`config.mk`:
```
export PLATFORM = sky130hd
export DESIGN_NAME = ife_irq_flag_enable_regs
export DESIGN_NICKNAME = d
export VERILOG_FILES = /design/src/hdl/ife_pkg.sv /design/src/hdl/ife_irq_flag_enable_regs.sv /design/src/hdl/ife_sticky_bit.sv
export VERILOG_INCLUDE_DIRS = /design/src /design/src/hdl
export SDC_FILE = /design/constraint.sdc
export NUM_CORES = 1
export LEC_CHECK = 0
export ABC_AREA = 1
export ABC_CLOCK_PERIOD_IN_PS = 1310
export BUFFER_PORTS_ARGS = -buffer_cell sky130_fd_sc_hd__buf_2
export CORE_MARGIN = 2
export CORE_UTILIZATION = 47
export DETAILED_ROUTE_END_ITERATION = 8
export HOLD_SLACK_MARGIN = 0.15
export PLACE_DENSITY = 0.79
export SLEW_MARGIN = 20
export SYNTH_ARGS = -nofsm -noshare
export SYNTH_HDL_FRONTEND = slang
export SYNTH_SLANG_ARGS = --single-unit
```
`constraint.sdc`:
```
create_clock -name core_clk -period 1.31 [get_ports core_clk]
set_input_delay 0.1965 -clock core_clk [delete_from_list [all_inputs] [get_ports core_clk]]
set_output_delay 0.1965 -clock core_clk [all_outputs]
set_load 0.02 [all_outputs]
```
`src/hdl/ife_defs.svh`:
```
// Register map, field positions and reset values of the flag/enable block.
// Assumes inclusion by bare name from the package and design modules.
`ifndef IFE_DEFS_SVH
`define IFE_DEFS_SVH

// Register offsets on the plain register port
`define IFE_OFS_FLAGS_SIX 4'h0
`define IFE_OFS_FLAGS_SEVEN 4'h1
`define IFE_OFS_ENABLE_ZERO 4'h2
`define IFE_OFS_FLAG_EN 4'h3
`define IFE_OFS_STATUS 4'h4
`define IFE_OFS_MASK 4'h5

// Field positions
`define IFE_BIT_SELFTUNE 10
`define IFE_BIT_TEST_PORT 5

// Implemented bits of each register
`define IFE_IMPL_SIX 16'h0400
`define IFE_IMPL_SEVEN 16'h0020
`define IFE_IMPL_ENABLE 16'h7FFF
`define IFE_IMPL_EVT 16'h0003

// Reset values
`define IFE_RST_REG 16'h0000

`endif

```
`src/hdl/ife_pkg.sv`:
```
// Types shared by the flag/enable block.
// Assumes ife_defs.svh is on the include path.
`include "ife_defs.svh"
package ife_pkg;
  typedef logic [15:0] ife_word_t;
  typedef logic [3:0] ife_addr_t;
  // Source indices into the enable word
  typedef enum int {
    ife_src_ext0 = 0, ife_src_ic1 = 1, ife_src_oc1 = 2, ife_src_t1 = 3,
    ife_src_dma0 = 4, ife_src_ic2 = 5, ife_src_oc2 = 6, ife_src_t2 = 7,
    ife_src_t3 = 8, ife_src_spi1 = 9, ife_src_spi1tx = 10,
    ife_src_u1rx = 11, ife_src_u1tx = 12, ife_src_adc = 13,
    ife_src_dma1 = 14
  } ife_src_t;
endpackage

```
`src/hdl/ife_irq_flag_enable_regs.sv`:
```
// Two flag status registers and the first enable register of the
// interrupt controller, with a small event status/mask pair.
// Assumes request inputs are synchronous to core_clk; register port
// strobes are one cycle wide and never both at once.
//
// The placing of the registers and the plain strobed port were left to the implementer.
`include "ife_defs.svh"

////////////////////////////////////////////////////////////////////////////
module ife_irq_flag_enable_regs
  import ife_pkg::*;
#(
  parameter int NUM_SRC = 15
) (
  // Clock and reset
  input wire logic core_clk,
  input wire logic reset,
  // Register port
  input wire logic [3:0] reg_addr,
  input wire logic [15:0] reg_wdata,
  input wire logic reg_wr,
  input wire logic reg_rd,
  output logic [15:0] reg_rdata,
  // Requests from sources
  input wire logic selftune_req,
  input wire logic test_port_req,
  input wire logic [NUM_SRC-1:0] src_flags,
  // Requests forwarded to the processor
  output logic [NUM_SRC-1:0] fwd_req,
  output logic selftune_fwd,
  output logic test_port_fwd,
  // Event interrupt
  output logic irq
);

  ////////////////////////////////////////////////////////////////////////
  // Address decode
  function automatic logic hit(input logic [3:0] a, input logic [3:0] ofs);
    hit = (a == ofs);
  endfunction

  wire logic wr_six = reg_wr & hit(reg_addr, `IFE_OFS_FLAGS_SIX);
  wire logic wr_seven = reg_wr & hit(reg_addr, `IFE_OFS_FLAGS_SEVEN);
  wire logic wr_enable = reg_wr & hit(reg_addr, `IFE_OFS_ENABLE_ZERO);
  wire logic wr_flag_en = reg_wr & hit(reg_addr, `IFE_OFS_FLAG_EN);
  wire logic wr_status = reg_wr & hit(reg_addr, `IFE_OFS_STATUS);
  wire logic wr_mask = reg_wr & hit(reg_addr, `IFE_OFS_MASK);

  ////////////////////////////////////////////////////////////////////////
  // Flag bits
  logic selftune_irq_flag;
  logic test_port_irq_flag;
  logic [1:0] flag_en;
  logic [1:0] evt_mask;
  logic [1:0] evt_status;
  ife_word_t irq_enable_zero;

  // Hardware set beats a software write in the same cycle, so a request
  // arriving while software clears the flag still leaves it set.
  always_ff @(posedge core_clk or posedge reset) begin
    if (reset) begin
      selftune_irq_flag <= 1'b0;
    end else if (selftune_req) begin
      selftune_irq_flag <= 1'b1;
    end else if (wr_six) begin
      selftune_irq_flag <= reg_wdata[`IFE_BIT_SELFTUNE];
    end
  end

  // Test-port flag, same policy
  always_ff @(posedge core_clk or posedge reset) begin
    if (reset) begin
      test_port_irq_flag <= 1'b0;
    end else if (test_port_req) begin
      test_port_irq_flag <= 1'b1;
    end else if (wr_seven) begin
      test_port_irq_flag <= reg_wdata[`IFE_BIT_TEST_PORT];
    end
  end

  ////////////////////////////////////////////////////////////////////////
  // Enable register; bit 15 is not stored
  always_ff @(posedge core_clk or posedge reset) begin
    if (reset) begin
      irq_enable_zero <= `IFE_RST_REG;
    end else if (wr_enable) begin
      irq_enable_zero <= reg_wdata & `IFE_IMPL_ENABLE;
    end
  end

  // Enables for the two flags, and event mask
  always_ff @(posedge core_clk or posedge reset) begin
    if (reset) begin
      flag_en <= 2'h0;
      evt_mask <= 2'h0;
    end else begin
      if (wr_flag_en) begin
        flag_en <= reg_wdata[1:0];
      end
      if (wr_mask) begin
        evt_mask <= reg_wdata[1:0];
      end
    end
  end

  ////////////////////////////////////////////////////////////////////////
  // Forwarding gated by enables; bit positions follow the source enum
  genvar g;
  generate
    for (g = 0; g < NUM_SRC; g++) begin : g_fwd
      assign fwd_req[g] = src_flags[g] & irq_enable_zero[g];
    end
  endgenerate

  // Position checks: A/D 13, serial tx 12, rx 11, SPI tx 10, SPI 9
  wire logic adc_irq_enable = irq_enable_zero[ife_src_adc];
  wire logic serial1_tx_irq_enable = irq_enable_zero[ife_src_u1tx];
  wire logic serial1_rx_irq_enable = irq_enable_zero[ife_src_u1rx];
  wire logic spi_one_txdone_irq_enable =
    irq_enable_zero[ife_src_spi1tx];
  wire logic spi_one_general_irq_enable =
    irq_enable_zero[ife_src_spi1];

  assign selftune_fwd = selftune_irq_flag & flag_en[0];
  assign test_port_fwd = test_port_irq_flag & flag_en[1];

  ////////////////////////////////////////////////////////////////////////
  // Sticky event status: rising edge of each forwarded flag request
  logic [1:0] fwd_q;
  always_ff @(posedge core_clk or posedge reset) begin
    if (reset) begin
      fwd_q <= 2'h0;
    end else begin
      fwd_q <= {test_port_fwd, selftune_fwd};
    end
  end

  wire logic [1:0] evt_rise = {test_port_fwd, selftune_fwd} & ~fwd_q;

  for (g = 0; g < 2; g++) begin : g_evt
    ife_sticky_bit u_sticky (
      .core_clk(core_clk),
      .reset(reset),
      .set_pulse(evt_rise[g]),
      .clear_one(wr_status & reg_wdata[g]),
      .flag(evt_status[g])
    );
  end

  // Level interrupt while any unmasked status bit stands
  assign irq = |(evt_status & evt_mask);

  ////////////////////////////////////////////////////////////////////////
  // Read mux; unimplemented bits and unmapped addresses read zero
  ife_word_t rd_mux;
  wire ife_word_t six_word =
    16'({selftune_irq_flag} << `IFE_BIT_SELFTUNE);
  wire ife_word_t seven_word =
    16'({test_port_irq_flag} << `IFE_BIT_TEST_PORT);

  always_comb begin
    rd_mux = 16'h0000;
    case (reg_addr)
      `IFE_OFS_FLAGS_SIX: rd_mux = six_word & `IFE_IMPL_SIX;
      `IFE_OFS_FLAGS_SEVEN: rd_mux = seven_word & `IFE_IMPL_SEVEN;
      `IFE_OFS_ENABLE_ZERO: rd_mux = irq_enable_zero & `IFE_IMPL_ENABLE;
      `IFE_OFS_FLAG_EN: rd_mux = {14'h0000, flag_en};
      `IFE_OFS_STATUS: rd_mux = {14'h0000, evt_status};
      `IFE_OFS_MASK: rd_mux = {14'h0000, evt_mask};
      default: rd_mux = 16'h0000;
    endcase
  end

  // Read data stand only in the cycle after the read strobe
  always_ff @(posedge core_clk or posedge reset) begin
    if (reset) begin
      reg_rdata <= 16'h0000;
    end else if (reg_rd) begin
      reg_rdata <= rd_mux;
    end else begin
      reg_rdata <= 16'h0000;
    end
  end

endmodule

```
`src/hdl/ife_sticky_bit.sv`:
```
// One sticky status bit: set by an event pulse, cleared by write-one.
// Assumes set and clear come from logic on the same clock.
module ife_sticky_bit (
  // Clock and reset
  input wire logic core_clk,
  input wire logic reset,
  // Control
  input wire logic set_pulse,
  input wire logic clear_one,
  // State
  output logic flag
);
  // Set wins over a clear in the same cycle so no event is lost
  always_ff @(posedge core_clk or posedge reset) begin
    if (reset) begin
      flag <= 1'b0;
    end else if (set_pulse) begin
      flag <= 1'b1;
    end else if (clear_one) begin
      flag <= 1'b0;
    end
  end
endmodule

```
== Word level (Yosys, flattened, before mapping) ==
Index checks and enable logic that the tools add are counted.
Word-level totals
  register bits after elaboration: 41
  bits of input ports: 41
Cells by class
  equality and inequality tests: 5
  muxes and demuxes: 10
  bitwise operators: 28
  reduce and logical (&&, ||, !) cells: 6
Operator list (number)
  one-hot mux 15 bit (6 select lines): 1
  bitwise AND 1 bit: 25
  2-to-1 mux 15 bit: 1
  == test 4 x 2 -> 1 bit, second input constant: 2
  == test 4 x 3 -> 1 bit, second input constant: 2
  2-to-1 mux 1 bit: 8
  nonzero test 2 bit: 4
  bitwise AND 2 bit: 2
  == test 4 x 1 -> 1 bit, second input constant: 1
  logical NOT 4 bit: 1
  inverter 2 bit: 1
  OR reduction 2 bit: 1

== Logic depth before layout (Yosys ltp) ==
  word-level depth: 5
  mapped depth: 7
  mapped depth without buffers: 7

== Cells and area by module ==
Synthesis repeated with hierarchy kept, for this count alone.
Second synthesis, totals
  cell total of the unflattened synthesis: 214
  area, all modules: 1791.7 um2
By module, submodules not included
  ife_irq_flag_enable_regs: times used 1, cells each 202, area an instance 1704.1 um2, sequential area each 950.9 um2
  ife_sticky_bit: times used 2, cells each 6, area an instance 43.8 um2, sequential area each 25.0 um2

== Least setup slack after synthesis ==
OpenSTA, ideal clock, no wires.
  kind: in2reg
  start point: in reg_addr[3]
  end point: reg test_port_irq_flag
  library setup time: 121 ps
  arrival: 813 ps
  required time: 1189 ps
  slack: 376 ps
  stages on the path: 5
  path buffers: 1
  cells stage by stage: nor2_4 buf_2 nand3_1 a21oi_1 nand2_1
Between the ends
  cells in the longest elaborated chain, start to end: 3
Ends and longest elaborated chain
  from (decl): line ife_irq_flag_enable_regs.sv:19  | input wire logic [3:0] reg_addr,
  == test 4 x 1 -> 1 bit: line ife_irq_flag_enable_regs.sv:39  | hit = (a == ofs);
  bitwise AND 1 bit: line ife_irq_flag_enable_regs.sv:43  | wire logic wr_seven = reg_wr & hit(reg_addr, `IFE_OFS_FLAGS_SEVEN);
  nonzero test 2 bit (no source line)
  to (signal assigned): line ife_irq_flag_enable_regs.sv:77  | test_port_irq_flag <= reg_wdata[`IFE_BIT_TEST_PORT];
  to (decl): line ife_irq_flag_enable_regs.sv:52  | logic test_port_irq_flag;
No other way between the ends.
A chain may end at the register's enable or synchronous reset.

== Final worst setup path ==
  start point: reg evt_mask[1]
  end point: out irq
Between the ends
  cells in the longest elaborated chain, start to end: 2
Ends and longest elaborated chain
  from (decl): line ife_irq_flag_enable_regs.sv:54  | logic [1:0] evt_mask;
  from (signal assigned): line ife_irq_flag_enable_regs.sv:101  | evt_mask <= reg_wdata[1:0];
  bitwise AND 2 bit: line ife_irq_flag_enable_regs.sv:151  | assign irq = |(evt_status & evt_mask);
  OR reduction 2 bit: line ife_irq_flag_enable_regs.sv:151
  to (decl): line ife_irq_flag_enable_regs.sv:33  | output logic irq
No other way between the ends.

==> flow_summary_export.csv <==
group,metric,value,unit
worst_setup_path,crit_path_cell_trace,"a22o_1, buf_2",
global_route,grt_max_degree,26,
worst_setup_path,worstReg2RegStart,"test_port_irq_flag",
run,maxCapViolCount,0,
worst_setup_path,slowest_delay,390,ps
power_and_ir_drop,vdd_ir_drop_max,0.849,mV
drt,drc,0,
drt,dr.pass1.iters,4,
die,ios,75,
die,dieArea,4350,µm²
die,start_util,0.492,
clocking,clk_path_buf_depth,2,
drt,wl_per_cell,10.5,µm
final_layout,layout.cells.non_filler,355,
die,coreArea,3660,µm²
timing,finalCritPeriodShare,0.945,
final_layout,mostFrequentLayoutCell,"buf_2",
timing,holdWs,182,ps
clocking,cts_sinks,40,
final_layout,n_antenna_cell,0,
global_route,overflow,0,
clocking,path_clk_slew,70,ps
clocking,cts_tree,"built",
worst_setup_path,cp-endpoint,"irq",
clocking,post-cts-setup-buffers,0,
clocking,cts.repair.resized,0,
timing,finalSetupTns,0,ps
global_route,grt_pass1_wl,6.03,mm
global_route,grt_pass1_vias,1451,
placed_design,place_congestion,0.826,
timing,setup_viol,0,
placed_design,dp_cells,332,
clocking,numCtsBuffers,5,
final_layout,drive_gt1_frac,0.342,
synth,netlist_area,1800,µm²
timing,max_freq,808,MHz
worst_setup_path,worstPathMaxFanout,3,
hold_path,hold_depth,3,
synth,synth.area.top_cells,"dfrtp_1 56%, nand2_1 11%, inv_1 7.1%",
worst_setup_path,path_class,"flip-flop to output pin",
clocking,cts_hold_buf,15,
worst_setup_path,crit_slowest_cell,"dfrtp_1",
drt,wirelength,3.73,mm
drt,ant_nets,0,
synth,synthCells,210,
die,die_h,65.9,µm
power_and_ir_drop,power.leakage,1.47,nW
worst_setup_path,cp.arrival,1040,ps
clocking,clk_latency,280,ps
status,status,"completed",
drt,drt_iter0_drc,65,
synth,yosys.area.top_type_share,0.555,
placed_design,portBuffers,72,
die,std_cell_rows,22,
placed_design,hpwl,2.74,mm
final_layout,fin_nets,348,
clocking,cts_max_level,2,
synth,avgSynthCellArea,8.59,µm²
timing,rsz0062_at_grt,"no",
worst_setup_path,regToRegSetupSlack,430,ps
timing,hold_viol,0,
synth,yosysUniqueCellTypes,23,
drt,viasPerCell,4.50,
global_route,grt_usage,0.184,
worst_setup_path,end_kind,"output pin",
timing,clock_skew,2.15,ps
worst_setup_path,r2r_cells,3,
hold_path,hold_class,"primary input to flip-flop",
timing,slew_violations,0,
worst_setup_path,startpoint,"evt_mask[1]",
drt,vias,1599,
clocking,root_buffer,"clkbuf_8",
synth,ys_ff_latch,40,
timing,period_minus_slack,1240,ps
synth,yosys_warnings,0,
final_layout,syn_to_final_growth,37.9,%
power_and_ir_drop,power_density,1160,nW/µm²
worst_setup_path,cp.required,1110,ps
final_layout,final_cell_mix,"72 x buf_2, 55 x nand2_1, 40 x dfrtp_1",
synth,ys_seq_area_frac,0.555,
synth,synth_largest_area_cell,"dfrtp_1",
die,die_x,65.9,µm
global_route,antenna_found_initial,0,
worst_setup_path,startpoint_type,"flip-flop",
worst_setup_path,r2r_end,"g_evt[1].u_sticky.flag",
synth,synth_fp_nets,251,
flip-flops by register name, indices dropped and copies added (netlist names):
signal               count
g_evt.u_sticky.flag      2
selftune_irq_flag        1
evt_mask                 2
test_port_irq_flag       1
irq_enable_zero         15
fwd_q                    2
flag_en                  2
reg_rdata               15
critical path: cells and delay by family (launching register included):
kind	cells	cell delay (ps)
flops	1	390
buf+inv	1	150
compound gates	1	220
Yosys cell counts, drive strengths merged:
library cell	count
clkbuf	2
o21ai	19
dfrtp	40
conb	1
or2	2
a21oi	4
buf	4
nor2	24
nand3	15
a22o	1
nand4	2
inv	35
nand2	61
kinds of logic after synthesis:
logic type	synth area share
other	0.00208
buffers and inverters	0.101
AOI/OAI and AO/OA	0.0791
and+or+nand+nor	0.262
DFF	0.555
routing by layer:
metal | share of wire | GRT usage | up-vias
met1 | 0.42 | 0.218 | 719
met5 | 0 | 0 | -
met2 | 0.51 | 0.324 | 45
met3 | 0.052 | 0.0375 | 7
li1 | - | - | 828
met4 | 0.017 | 0.0740 | 0
power by group:
group	leakage [nW]	switching (mW)	internal, mW
Sequential	0.503	0.0970	1.40
Combinational	0.925	0.391	0.269
Clock	0.0400	0.377	0.360
Total	1.47	0.865	2.02
how the worst min path moves through the flow:
stage	endpoint	startpoint	slack, ps
after detailed placement	reg_rdata[2]	reset	230
after global placement	irq_enable_zero[2]	reset	230
after CTS	irq_enable_zero[10]	reg_wdata[10]	150
after global routing	irq_enable_zero[0]	reg_wdata[0]	170
final	irq_enable_zero[1]	reg_wdata[1]	180
after floorplan	selftune_irq_flag	selftune_req	290
stage by stage:
stage / instance area (µm²) / worst slack [ps] / utilization / power [mW]
2_1_floorplan: 1800 / 196 / - / 1.91
5_1_grt: 2490 / 15.0 / 0.679 / 3.08
3_5_place_dp: 2240 / 134 / 0.613 / 2.14
6_report: 2490 / 72.5 / 0.679 / 2.89
3_3_place_gp: 2240 / 167 / 0.613 / 2.12
4_1_cts: 2480 / 58.0 / 0.676 / 2.92
final cells by class:
| type | instances | area, µm² |
|---|---|---|
| clock buffer | 5 | 68.8 |
| sequential | 40 | 1000 |
| timing repair buffer | 96 | 593 |
| inverter | 35 | 131 |
| clock inverter | 2 | 12.5 |
| multi-input combinational | 129 | 619 |
| tap | 48 | 60.1 |
| fill | 302 | 1170 |
No activity file was read; power rests on OpenSTA's default activity.
